## src/crpc_defs.svh

```systemverilog
`ifndef CRPC_DEFS_SVH
`define CRPC_DEFS_SVH

// coprocessor move encodings
`define CRPC_CP_NUM 4'hf
`define CRPC_PWR_OPC1 4'h0
`define CRPC_PWR_CRN 4'hf
`define CRPC_PWR_CRM 4'h2
`define CRPC_PWR_OPC2 3'h7
`define CRPC_SEL_OPC1 4'h6
`define CRPC_SEL_CRN 4'hf
`define CRPC_SEL_CRM 4'h8
`define CRPC_SEL_OPC2 3'h0
`define CRPC_OPR_OPC1 4'h9
`define CRPC_OPR_CRM 4'hf

// power control field positions
`define CRPC_PWRDN_BIT 0
`define CRPC_IRQ_RET_LSB 4
`define CRPC_IRQ_RET_MSB 6
`define CRPC_EVT_RET_LSB 7
`define CRPC_EVT_RET_MSB 9
`define CRPC_VEC_RET_LSB 10
`define CRPC_VEC_RET_MSB 12
`define CRPC_PWR_WMASK 32'h00001ff1

// reset values
`define CRPC_PWR_RESET 32'h00000000
`define CRPC_SEL_RESET 32'h00000000
`define CRPC_OPR_RESET 64'h0000000000000000
`define CRPC_RET_OFF 3'h0

// timer ticks per retention encoding
`define CRPC_TICKS_1 10'h002
`define CRPC_TICKS_2 10'h008
`define CRPC_TICKS_3 10'h020
`define CRPC_TICKS_4 10'h040
`define CRPC_TICKS_5 10'h080
`define CRPC_TICKS_6 10'h100
`define CRPC_TICKS_7 10'h200

`endif

```

## src/crpc_pkg.sv

```systemverilog
package crpc_pkg;
  // one coprocessor move request
  typedef struct packed {
    logic write;
    logic pair;
    logic [3:0] coproc;
    logic [3:0] opc1;
    logic [3:0] crn;
    logic [3:0] crm;
    logic [2:0] opc2;
    logic secure;
  } crpc_cp_req_type;

  // retention field encodings
  typedef enum logic [2:0] {
    RET_OFF = 3'h0,
    RET_T2 = 3'h1,
    RET_T8 = 3'h2,
    RET_T32 = 3'h3,
    RET_T64 = 3'h4,
    RET_T128 = 3'h5,
    RET_T256 = 3'h6,
    RET_T512 = 3'h7
  } crpc_ret_type;
endpackage

```

## src/crpc_top.sv

```systemverilog
// Function
// - power control is 32 bits, upper zero
// - bit 0 requests power down on wait_for_interrupt
// - bits 6:4 wait_for_interrupt retention setting
// - bits 9:7 wait_for_event retention setting
// - bits 12:10 vector unit retention setting
// - zero disables retention, reset value zero
// - encodings 1-3 need 2, 8, 32 ticks
// - encodings 4-7 need 64..512 ticks
// - private selection is 32 reserved bits
// - private selection reachable only when Secure
// - private selection single-move encoding 15,6,15,8,0
// - private operation pair-move encoding 15,9,15
`timescale 1ns/1ps
`include "crpc_defs.svh"

// one idle-delay counter, repeated per retention function
module crpc_ret_counter (
  input wire logic clk_i,
  input wire logic rst_n_i,
  input wire logic idle_i,
  input wire logic tick_i,
  input wire crpc_pkg::crpc_ret_type setting_i,
  output logic ret_o
);
  import crpc_pkg::*;

  logic [9:0] cnt_r;
  logic [9:0] limit;

  // tick threshold for the selected encoding
  always_comb begin
    case (setting_i)
      RET_T2: limit = `CRPC_TICKS_1;
      RET_T8: limit = `CRPC_TICKS_2;
      RET_T32: limit = `CRPC_TICKS_3;
      RET_T64: limit = `CRPC_TICKS_4;
      RET_T128: limit = `CRPC_TICKS_5;
      RET_T256: limit = `CRPC_TICKS_6;
      RET_T512: limit = `CRPC_TICKS_7;
      default: limit = 10'h000;
    endcase
  end

  // count saturates at the limit so a long idle never wraps back
  always_ff @(posedge clk_i or negedge rst_n_i) begin
    if (!rst_n_i) begin
      cnt_r <= 10'h000;
    end else if (!idle_i || setting_i == RET_OFF) begin
      cnt_r <= 10'h000;
    end else if (tick_i && cnt_r < limit) begin
      cnt_r <= cnt_r + 10'h001;
    end
  end

  // retention only once enough ticks passed, never when disabled
  assign ret_o = idle_i && (setting_i != RET_OFF) && (cnt_r >= limit);
endmodule

module crpc_top (
  // clock and reset
  input wire logic CLK_I,
  input wire logic RST_N_I,
  // coprocessor move port
  input wire logic CP_VALID_I,
  input wire crpc_pkg::crpc_cp_req_type CP_REQ_I,
  input wire logic [63:0] CP_WDATA_I,
  output logic CP_ACK_O,
  output logic CP_UNDEF_O,
  output logic [63:0] CP_RDATA_O,
  // core idle states and timer, asynchronous
  input wire logic WAIT_INT_I,
  input wire logic WAIT_EVT_I,
  input wire logic VEC_IDLE_I,
  input wire logic TIMER_TICK_I,
  // power controller indications
  output logic PWR_DOWN_REQ_O,
  output logic PWR_DOWN_NOW_O,
  output logic RET_INT_O,
  output logic RET_EVT_O,
  output logic RET_VEC_O
);
  import crpc_pkg::*;

  logic [3:0] sync1_r;
  logic [3:0] sync2_r;
  logic tick_d_r;
  logic tick_pulse;
  logic [31:0] pwr_r;
  logic [31:0] pwr_nxt;
  logic [31:0] sel_r;
  logic [63:0] opr_r;
  logic hit_pwr;
  logic hit_sel;
  logic hit_opr;
  logic ok;
  logic [63:0] rdata;
  logic ack_r;
  logic undef_r;
  logic [63:0] rdata_r;
  logic ret_int;
  logic ret_evt;
  logic ret_vec;

  // two-stage synchronisers for the idle and timer pins
  always_ff @(posedge CLK_I or negedge RST_N_I) begin
    if (!RST_N_I) begin
      sync1_r <= 4'h0;
      sync2_r <= 4'h0;
    end else begin
      sync1_r <= {TIMER_TICK_I, VEC_IDLE_I, WAIT_EVT_I, WAIT_INT_I};
      sync2_r <= sync1_r;
    end
  end

  // tick edge taken from the second stage only
  always_ff @(posedge CLK_I or negedge RST_N_I) begin
    if (!RST_N_I) begin
      tick_d_r <= 1'b0;
    end else begin
      tick_d_r <= sync2_r[3];
    end
  end
  assign tick_pulse = sync2_r[3] && !tick_d_r;

  // decode of the three reachable registers
  always_comb begin
    hit_pwr = !CP_REQ_I.pair && CP_REQ_I.coproc == `CRPC_CP_NUM && CP_REQ_I.opc1 == `CRPC_PWR_OPC1 &&
              CP_REQ_I.crn == `CRPC_PWR_CRN && CP_REQ_I.crm == `CRPC_PWR_CRM && CP_REQ_I.opc2 == `CRPC_PWR_OPC2;
    hit_sel = !CP_REQ_I.pair && CP_REQ_I.coproc == `CRPC_CP_NUM && CP_REQ_I.opc1 == `CRPC_SEL_OPC1 &&
              CP_REQ_I.crn == `CRPC_SEL_CRN && CP_REQ_I.crm == `CRPC_SEL_CRM &&
              CP_REQ_I.opc2 == `CRPC_SEL_OPC2;
    hit_opr = CP_REQ_I.pair && CP_REQ_I.coproc == `CRPC_CP_NUM && CP_REQ_I.opc1 == `CRPC_OPR_OPC1 &&
              CP_REQ_I.crm == `CRPC_OPR_CRM;
    // private registers refuse non-secure moves
    ok = hit_pwr || (CP_REQ_I.secure && (hit_sel || hit_opr));
  end

  // read mux, upper word comes back zero on single moves
  always_comb begin
    rdata = 64'h0000000000000000;
    if (hit_pwr) begin
      rdata = {32'h00000000, pwr_r};
    end else if (hit_sel) begin
      rdata = {32'h00000000, sel_r};
    end else if (hit_opr) begin
      rdata = opr_r;
    end
  end

  // only the documented fields take writes
  assign pwr_nxt = CP_WDATA_I[31:0] & `CRPC_PWR_WMASK;

  // power control register
  always_ff @(posedge CLK_I or negedge RST_N_I) begin
    if (!RST_N_I) begin
      pwr_r <= `CRPC_PWR_RESET;
    end else if (CP_VALID_I && CP_REQ_I.write && hit_pwr) begin
      pwr_r <= pwr_nxt;
    end
  end

  // private registers: stored, no function behind them
  always_ff @(posedge CLK_I or negedge RST_N_I) begin
    if (!RST_N_I) begin
      sel_r <= `CRPC_SEL_RESET;
      opr_r <= `CRPC_OPR_RESET;
    end else if (CP_VALID_I && CP_REQ_I.write && ok) begin
      if (hit_sel) begin
        sel_r <= CP_WDATA_I[31:0];
      end
      if (hit_opr) begin
        opr_r <= CP_WDATA_I;
      end
    end
  end

  // answer one cycle after the request, refused moves flag undefined
  always_ff @(posedge CLK_I or negedge RST_N_I) begin
    if (!RST_N_I) begin
      ack_r <= 1'b0;
      undef_r <= 1'b0;
      rdata_r <= 64'h0000000000000000;
    end else begin
      ack_r <= CP_VALID_I;
      undef_r <= CP_VALID_I && !ok;
      if (CP_VALID_I && !CP_REQ_I.write && ok) begin
        rdata_r <= rdata;
      end
    end
  end
  assign CP_ACK_O = ack_r;
  assign CP_UNDEF_O = undef_r;
  assign CP_RDATA_O = rdata_r;

  // one counter per retention function
  crpc_ret_counter u_ret_int (
    .clk_i(CLK_I),
    .rst_n_i(RST_N_I),
    .idle_i(sync2_r[0]),
    .tick_i(tick_pulse),
    .setting_i(crpc_ret_type'(pwr_r[`CRPC_IRQ_RET_MSB:`CRPC_IRQ_RET_LSB])),
    .ret_o(ret_int)
  );
  crpc_ret_counter u_ret_evt (
    .clk_i(CLK_I),
    .rst_n_i(RST_N_I),
    .idle_i(sync2_r[1]),
    .tick_i(tick_pulse),
    .setting_i(crpc_ret_type'(pwr_r[`CRPC_EVT_RET_MSB:`CRPC_EVT_RET_LSB])),
    .ret_o(ret_evt)
  );
  crpc_ret_counter u_ret_vec (
    .clk_i(CLK_I),
    .rst_n_i(RST_N_I),
    .idle_i(sync2_r[2]),
    .tick_i(tick_pulse),
    .setting_i(crpc_ret_type'(pwr_r[`CRPC_VEC_RET_MSB:`CRPC_VEC_RET_LSB])),
    .ret_o(ret_vec)
  );
  assign RET_INT_O = ret_int;
  assign RET_EVT_O = ret_evt;
  assign RET_VEC_O = ret_vec;

  // request level, and request qualified by the interrupt wait
  assign PWR_DOWN_REQ_O = pwr_r[`CRPC_PWRDN_BIT];
  assign PWR_DOWN_NOW_O = pwr_r[`CRPC_PWRDN_BIT] && sync2_r[0];
endmodule

```

## config.mk

```make
export PLATFORM = sky130hd
export DESIGN_NAME = crpc_top
export DESIGN_NICKNAME = d
export VERILOG_FILES = /design/src/crpc_pkg.sv /design/src/crpc_top.sv
export VERILOG_INCLUDE_DIRS = /design/src /design/src/src
export SDC_FILE = /design/constraint.sdc
export NUM_CORES = 1
export LEC_CHECK = 0
export ABC_AREA = 1
export BUFFER_PORTS_ARGS = -buffer_cell sky130_fd_sc_hd__buf_2
export CORE_UTILIZATION = 50
export CTS_CLUSTER_DIAMETER = 200
export CTS_CLUSTER_SIZE = 16
export DETAILED_ROUTE_END_ITERATION = 8
export PLACE_DENSITY = 0.81
export SLEW_MARGIN = 20
export SYNTH_ARGS = -nofsm -noshare
export SYNTH_HDL_FRONTEND = slang
export SYNTH_HIERARCHICAL = 1
export SYNTH_SLANG_ARGS = --single-unit
```

## constraint.sdc

```tcl
create_clock -name CLK_I -period 6.1 [get_ports CLK_I]
set_input_delay 1.83 -clock CLK_I [delete_from_list [all_inputs] [get_ports CLK_I]]
set_output_delay 1.83 -clock CLK_I [all_outputs]
set_load 0.01 [all_outputs]
```

==> results.json, run 1 <==
{
  "timing.rr.start": "pwr_r[4]",
  "fin_crit_sh_pct": 77.29,
  "synth_nets": 1437,
  "post_drt_wl_per_cell_um": 15.21,
  "rr_worst_depth": 9,
  "cts_setup_buffers": 0,
  "critPathLaunchType": "input port",
  "tightest_slew_ns": 1.025,
  "via_per_inst": 5.485,
  "hold_start": "sync1_r[0]",
  "avgSynthCellArea_um2": 8.078,
  "clk_pin_slew_ns": 0.08,
  "crit_arrival_ns": 5.14,
  "drt-pass1-iter-count": 5,
  "core-area_um2": 20960,
  "grt_pass1_wl_mm": 43.29,
  "initial_core_util_pct": 50.88,
  "finalSetupTns_ns": 0,
  "areaGrowthSynthToFinish_pct": 12.92,
  "htreeDepth": 1,
  "r2r_end": "u_ret_int/cnt_r[3]",
  "drc": 0,
  "cts-resized-gates": 0,
  "cp_max_fo": 107,
  "power.total_uw": 2485,
  "row_count": 53,
  "cts-root-buf": "clkbuf_16",
  "min_path_cells": 0,
  "dpl.hpwl_mm": 17.17,
  "grt_max_degree": 119,
  "synth.top_cell.area_share_pct": 49.52,
  "final_common_cell": "nand2_1",
  "power_density_nw_per_um2": 206.4,
  "synthCells": 1320,
  "timing.fmax_mhz": 212.1,
  "synthTopCellsByArea": "dfrtp_1, nand2_1, nand4_1",
  "synthFlopType": "dfrtp_1",
  "instances_no_fill": 1719,
  "grt_use_total_pct": 24.36,
  "ys_ff_latch": 211,
  "r2r_slack_ns": 4.06,
  "grt_overflow_total": 0,
  "status": "complete, no violations",
  "gp_congestion": 0.8742,
  "routed_wl_mm": 26.15,
  "antenna_found_initial": 4,
  "first_iter_violations": 794,
  "port_buffers": 163,
  "crit_start": "CP_REQ_I[16]",
  "slew_viol_final": 0,
  "dp.cells": 1694,
  "cts_tree": "yes",
  "yosys_warnings": 6,
  "period_minus_slack_ns": 4.715,
  "place_area_um2": 11570,
  "die_w_um": 148.0,
  "postCtsHoldBufs": 0,
  "setup_viol": 0,
  "report.final.hold_viol_count": 0,
  "cts_buffers": 17,
  "die_area_um2": 21910,
  "fin_nets": 1555,
  "fin_area_um2": 12040,
  "min_path_type": "reg -> reg",
  "slew_headroom_pct": 31.67,
  "clock_sinks": 211,
  "insertion_delay_ns": 0.48,
  "ys_seq_area_share_pct": 49.52,
  "yosysUniqueCellTypes": 37,
  "syn-cell-area_um2": 10660,
  "ctsLongestPathBuffers": 3,
  "finClkSkew_ns": 0.01492,
  "synth_top_area_cell": "dfrtp_1",
  "ir_drop_mv": 0.1910,
  "crit_required_ns": 6.52,
  "io_pins": 164,
  "critPathKind": "in -> reg",
  "layout-drive-gt1-share_pct": 17.04,
  "die_height_um": 148.0,
  "detail-route-antenna-nets": 0,
  "vias": 9429,
  "final_cell_mix": "nand2_1, dfrtp_1, buf_2, nand3_1, nand4_1",
  "rsz0062_at_grt": "false",
  "hold_end": "sync2_r[0]",
  "maxCapViolCount": 0,
  "total_leakage_power_uw": 0.006568,
  "synth_edf_count": 0,
  "cp-end-kind": "register",
  "grt_pass1_vias": 8931,
  "async_flop_share_pct": 100.0
}
-- metal layers --
metal / part of all wire [%] / GRT usage (%) / wire (um) / vias to the layer above
li1: - / - / - / 4574
met1: 43 / 32.10 / 11370 / 4539
met2: 48 / 41.22 / 12650 / 266
met3: 5.4 / 3.241 / 1401 / 50
met4: 2.8 / 8.505 / 724 / 0
met5: 0 / 0 / 0 / -
-- state kept, by name, indices dropped and copies added (netlist names) --
| name | flops |
|---|---|
| u_ret_int/cnt_r | 10 |
| sel_r | 32 |
| pwr_r | 10 |
| sync2_r | 4 |
| opr_r | 64 |
| u_ret_vec/cnt_r | 10 |
| u_ret_evt/cnt_r | 10 |
| tick_d_r | 1 |
| sync1_r | 4 |
| CP_ACK_O | 1 |
| CP_RDATA_O | 64 |
| CP_UNDEF_O | 1 |
-- worst max-delay path by stage --
stage / end / slack, ns / cells past startpoint
finish: CP_RDATA_O[24] / 1.39 / 12
global route: CP_RDATA_O[21] / 1.10 / 12
CTS: CP_RDATA_O[16] / 1.43 / 12
detailed placement: CP_RDATA_O[16] / 0.95 / 12
global placement: CP_RDATA_O[26] / 1.07 / 12
floorplan: RET_EVT_O / 2.69 / 7
-- cell usage after synthesis, types with 6 or more instances --
| cell | count |
|---|---|
| buf_1 | 8 |
| nor2_1 | 40 |
| o21ai_0 | 54 |
| nand2_1 | 484 |
| inv_1 | 80 |
| nor3_1 | 8 |
| o21ai_1 | 20 |
| or2_2 | 12 |
| dfrtp_1 | 211 |
| buf_4 | 10 |
| ha_1 | 24 |
| a21oi_1 | 22 |
| buf_2 | 24 |
| clkbuf_1 | 33 |
| inv_2 | 6 |
| xor2_1 | 16 |
| nand3_2 | 9 |
| nand3_1 | 122 |
| nand4_1 | 102 |
-- kinds of logic after synthesis --
group,count (synthesis),synth area share (%)
buf+inv,164,6.548
fa+ha+maj,24,2.816
flops,211,49.52
simple gates,797,34.36
compound gates,105,5.198
xor+xnor,19,1.561
-- final cells by class --
| cell class | instances | area, um^2 |
|---|---|---|
| inverter | 87 | 327.8 |
| tap | 275 | 344.1 |
| clock inverter | 2 | 25.02 |
| clock buffer | 17 | 425.4 |
| sequential | 211 | 5280 |
| multi-input combinational | 945 | 4684 |
| fill | 1864 | 8915 |
| timing repair buffer | 176 | 938.4 |
| antenna | 6 | 15.01 |
-- critical path, cell delays in order --
cell	delay (ns)
buf_2	0.08
nand2_1	0.06
nor3_2	0.74
nand3_2	0.12
buf_4	0.28
nand2_1	0.10
nand2_1	0.08
nand2_4	0.33
nand2_4	0.64
inv_2	0.60
nand2_1	0.12
nand2_1	0.08
-- through the flow --
step	hold WS [ns]	utilization [%]	setup slack, ns
2_1_floorplan	0.3312	-	2.688
3_3_place_gp	0.3345	55.22	1.065
3_5_place_dp	0.3418	55.22	0.9482
4_1_cts	0.3589	57.37	1.434
5_1_grt	0.3642	57.42	1.098
6_report	0.3559	57.46	1.385
-- power breakdown --
group          internal (uW)  switching (uW)  total, uW
clock                    503             489        992
sequential              1400            1.19       1400
combinational           27.4            62.8       90.3
(Power assumes the default switching activity.)
==> run 2: changes to the inputs <==
Settings changed: PLACE_DENSITY 0.81 to 0.83.
Clock period 6.1 ns to 4.2 ns, I/O delays scaled along.
==> results.json, run 2 (same netlist as run 1, synthesis figures left out) <==
{
  "status": "complete, no violations",
  "timing.rr.start": "pwr_r[9]",
  "maxCapViolCount": 0,
  "die_w_um": 148.0,
  "crit_start": "pwr_r[10]",
  "postCtsHoldBufs": 0,
  "ctsLongestPathBuffers": 3,
  "grt_overflow_total": 0,
  "drt-pass1-iter-count": 7,
  "htreeDepth": 1,
  "dp.cells": 1700,
  "first_iter_violations": 824,
  "row_count": 53,
  "critPathKind": "reg -> out",
  "r2r_end": "u_ret_evt/cnt_r[7]",
  "io_pins": 164,
  "setup_viol": 0,
  "grt_max_degree": 91,
  "rsz0062_at_grt": "false",
  "min_path_type": "reg -> reg",
  "multi_input_area_um2": 4684,
  "grt_use_total_pct": 24.81,
  "port_buffers": 163,
  "finalSetupTns_ns": 0,
  "crit_required_ns": 2.94,
  "hold_start": "sync1_r[0]",
  "power.total_uw": 3633,
  "crit_arrival_ns": 2.42,
  "r2r_slack_ns": 2.11,
  "cts_setup_buffers": 0,
  "areaGrowthSynthToFinish_pct": 13.35,
  "clk_pin_slew_ns": 0.08,
  "post_drt_wl_per_cell_um": 15.57,
  "critPathLaunchType": "register",
  "detail-route-antenna-nets": 0,
  "cp_top_family": "simple AND/OR/NAND/NOR gates",
  "gp_congestion": 0.8414,
  "slew_viol_final": 0,
  "core-area_um2": 20960,
  "vias": 9438,
  "grt_pass1_wl_mm": 44.44,
  "min_path_cells": 0,
  "cp_max_fo": 6,
  "finClkSkew_ns": 0.01468,
  "path_cells": "inv_1, nand3_1, ha_1, nand2_1, nor2_1, nand3_2, nand3_4, o21a_1, buf_2",
  "crit_buf_inv": 2,
  "grt_pass1_vias": 8857,
  "layout-drive-gt1-share_pct": 17.38,
  "initial_core_util_pct": 50.88,
  "total_leakage_power_uw": 0.006602,
  "die_height_um": 148.0,
  "crit_cells": 9,
  "routed_wl_mm": 26.81,
  "period_minus_slack_ns": 3.676,
  "tightest_slew_ns": 0.8772,
  "slowest_delay_ns": 0.44,
  "insertion_delay_ns": 0.49,
  "slew_headroom_pct": 41.52,
  "cp-end-kind": "output port",
  "cts-resized-gates": 0,
  "die_area_um2": 21910,
  "ir_drop_mv": 0.2435,
  "report.final.hold_viol_count": 0,
  "via_per_inst": 5.481,
  "cts_tree": "yes",
  "power_density_nw_per_um2": 300.6,
  "timing.fmax_mhz": 272.1,
  "antenna_found_initial": 4,
  "final_cell_mix": "nand2_1, dfrtp_1, buf_2, nand3_1, nand4_1",
  "final_common_cell": "nand2_1",
  "fin_nets": 1561,
  "clock_sinks": 211,
  "cts-root-buf": "clkbuf_16",
  "fillers": 1851,
  "instances_no_fill": 1722,
  "critPathSlowestCell": "dfrtp_1",
  "seq_area_um2": 5280,
  "cts_buffers": 17,
  "dpl.hpwl_mm": 17.51,
  "fin_crit_sh_pct": 87.51,
  "hold_end": "sync2_r[0]",
  "drc": 0,
  "rr_worst_depth": 8
}
==> run 2: per-layer routing <==
metal,global-route usage [%],up-vias,part of all wire (%),wire length [um]
met3,3.580,52,6.0,1617
met1,34.13,4518,43,11580
met2,40.77,293,48,12980
met5,0,-,0.086,23
met4,7.165,4,2.3,619
li1,-,4571,-,-
==> run 2: where the power goes <==
part / switching [uW] / internal, uW / leakage (uW)
clock network: 728 / 732 / 0.000221
registers: 1.78 / 2040 / 0.00292
logic: 94.4 / 42.6 / 0.00346
==> run 2: how the worst max path moves through the flow <==
stage and end:
6_report RET_VEC_O, 5_1_grt RET_VEC_O, 4_1_cts RET_VEC_O, 3_3_place_gp CP_RDATA_O[55], 3_5_place_dp CP_RDATA_O[51], 2_1_floorplan RET_EVT_O
==> run 2: final cells by class <==
| type | instances | area share (%) |
|---|---|---|
| multi-input combinational | 945 | 38.76 |
| timing repair buffer | 182 | 8.209 |
| clock buffer | 17 | 3.520 |
| sequential | 211 | 43.69 |
| inverter | 87 | 2.712 |
| antenna | 3 | 0.06211 |
| clock inverter | 2 | 0.2070 |
| tap | 275 | 2.847 |
==> run 2: per-stage QoR <==
stage | utilization [%] | hold slack [ns] | setup WS, ns | area [um^2]
finish | 57.68 | 0.3503 | 0.5244 | 12090
global route | 57.65 | 0.3559 | 0.4021 | 12080
CTS | 57.64 | 0.3538 | 0.5313 | 12080
detailed placement | 55.49 | 0.3356 | 0.5313 | 11630
global placement | 55.49 | 0.3350 | 0.6203 | 11630
floorplan | - | 0.3312 | 1.358 | 10660
==> run 2: worst reg2reg max path, delay by kind of cell, from the launching register on <==
family | cells | cell delay (ns)
adders and majority gates | 1 | 0.31
DFF | 1 | 0.45
buffers and inverters | 1 | 0.14
and+or+nand+nor | 6 | 1.06
==> run 3: changes to the inputs <==
Settings changed: CAP_MARGIN set to 20, PLACE_DENSITY 0.83 to 0.81.
Clock period 4.2 ns to 3.5 ns, I/O delays scaled along.
==> results.json, run 3 (same netlist as run 1, synthesis figures left out) <==
{
  "finClkSkew_ns": 0.01365,
  "hold_ws_ns": 0.3614,
  "insertion_delay_ns": 0.48,
  "grt_pass1_vias": 8870,
  "via_per_inst": 5.470,
  "grt_pass1_wl_mm": 44.04,
  "fin_nets": 1568,
  "ctsLongestPathBuffers": 3,
  "cp_max_fo": 6,
  "ir_drop_mv": 0.3203,
  "dpl.hpwl_mm": 17.73,
  "min_path_type": "reg -> reg",
  "core-area_um2": 20960,
  "min_path_cells": 0,
  "die_area_um2": 21910,
  "routed_wl_mm": 26.73,
  "rr_worst_depth": 9,
  "setup_viol": 0,
  "gp_congestion": 0.8400,
  "detail-route-antenna-nets": 0,
  "antenna_found_initial": 6,
  "drt-pass1-iter-count": 5,
  "total_leakage_power_uw": 0.006655,
  "clk_pin_slew_ns": 0.07,
  "timing.rr.start": "pwr_r[10]",
  "maxCapViolCount": 0,
  "critPathKind": "reg -> out",
  "port_buffers": 163,
  "status": "complete, no violations",
  "period_minus_slack_ns": 3.371,
  "grt_overflow_total": 0,
  "instances_no_fill": 1731,
  "slew_viol_final": 0,
  "row_count": 53,
  "htreeDepth": 1,
  "hold_start": "sync1_r[0]",
  "cts_buffers": 17,
  "dp.cells": 1707,
  "final_cell_mix": "nand2_1, dfrtp_1, buf_2, nand3_1, nand4_1",
  "fin_crit_sh_pct": 96.32,
  "critPathLaunchType": "register",
  "die_height_um": 148.0,
  "timing.fmax_mhz": 296.6,
  "post_drt_wl_per_cell_um": 15.44,
  "postCtsHoldBufs": 0,
  "first_iter_violations": 673,
  "fillers": 1908,
  "cts_tree": "yes",
  "grt_use_total_pct": 24.67,
  "report.final.hold_viol_count": 0,
  "clock_sinks": 211,
  "drc": 0,
  "areaGrowthSynthToFinish_pct": 14.35,
  "slew_headroom_pct": 56.30,
  "vias": 9469,
  "hold_end": "sync2_r[0]",
  "layout-drive-gt1-share_pct": 18.06,
  "io_pins": 164,
  "cp-end-kind": "output port",
  "cts_setup_buffers": 0,
  "crit_arrival_ns": 2.32,
  "tightest_slew_ns": 0.6556,
  "initial_core_util_pct": 50.88,
  "grt_max_degree": 85,
  "r2r_end": "u_ret_vec/cnt_r[8]",
  "cts-root-buf": "clkbuf_16",
  "power_density_nw_per_um2": 355.2,
  "crit_required_ns": 2.45,
  "r2r_slack_ns": 1.43,
  "die_w_um": 148.0,
  "cts-resized-gates": 0,
  "final_common_cell": "nand2_1",
  "power.total_uw": 4331
}
==> run 3: cell types whose count changed in the layout (fill, tap and decap cells not counted) <==
| cell | change |
|---|---|
| buf_4 | +4 |
| buf_12 | +3 |
| diode_2 | +2 |
| nor2_1 | -2 |
| dfrtp_1 | -1 |
| dfrtp_2 | +1 |
| inv_1 | -1 |
| inv_2 | +1 |
| nor2_2 | +1 |
| nor2_4 | +1 |
==> run 3: layout make-up <==
type	instances	area (um^2)	share of cell area, %
repair buffers	189	1082	8.876
inverters	87	327.8	2.689
clock buffers	17	425.4	3.489
flip-flops and latches	211	5281	43.31
well taps	275	344.1	2.822
clock inverters	2	25.02	0.2052
diodes	5	12.51	0.1026
multi-input cells	945	4695	38.50
==> run 3: per-layer routing <==
layer  global-route usage [%]  up-vias  share of wire [%]
met5                        0        -              0.049
met4                    8.763        2                3.2
met3                    4.444       52                5.9
met2                    40.00      294                 48
met1                    33.20     4523                 43
li1                         -     4598                  -
==> run 3: worst max-delay path, stage by stage, from the launching register on <==
cell and delay (ns):
dfrtp_1 0.44, inv_1 0.17, nand3_1 0.10, ha_1 0.28, nand2_1 0.11, inv_1 0.07, a21oi_2 0.23, nand3_4 0.13
o21a_1 0.20, buf_2 0.13
==> run 3: power by group <==
part / switching, uW / internal (uW) / total (uW) / leakage [uW]
Clock: 844 / 877 / 1720 / 0.000221
Sequential: 2.17 / 2440 / 2440 / 0.00292
Combinational: 113 / 51.9 / 165 / 0.00351
Total: 959 / 3370 / 4330 / 0.00665
==> run 3: worst max-delay path by stage <==
stage / from / endpoint / slack, ns
after floorplan: pwr_r[9] / RET_EVT_O / 0.87
after global placement: CP_REQ_I[17] / CP_RDATA_O[21] / 0.65
after detailed placement: pwr_r[10] / RET_VEC_O / 0.58
after CTS: pwr_r[10] / RET_VEC_O / 0.05
after global routing: pwr_r[7] / RET_EVT_O / -0.003
final: pwr_r[7] / RET_EVT_O / 0.13
==> run 3: through the flow <==
stage	setup slack [ns]	cell area (um^2)	TNS [ns]	util [%]
floorplan	0.8683	10660	0	-
global placement	0.6501	11720	0	55.92
detailed placement	0.5798	11720	0	55.92
CTS	0.04965	12170	0	58.07
global route	-0.002623	12190	-0.002623	58.15
finish	0.1289	12190	0	58.19
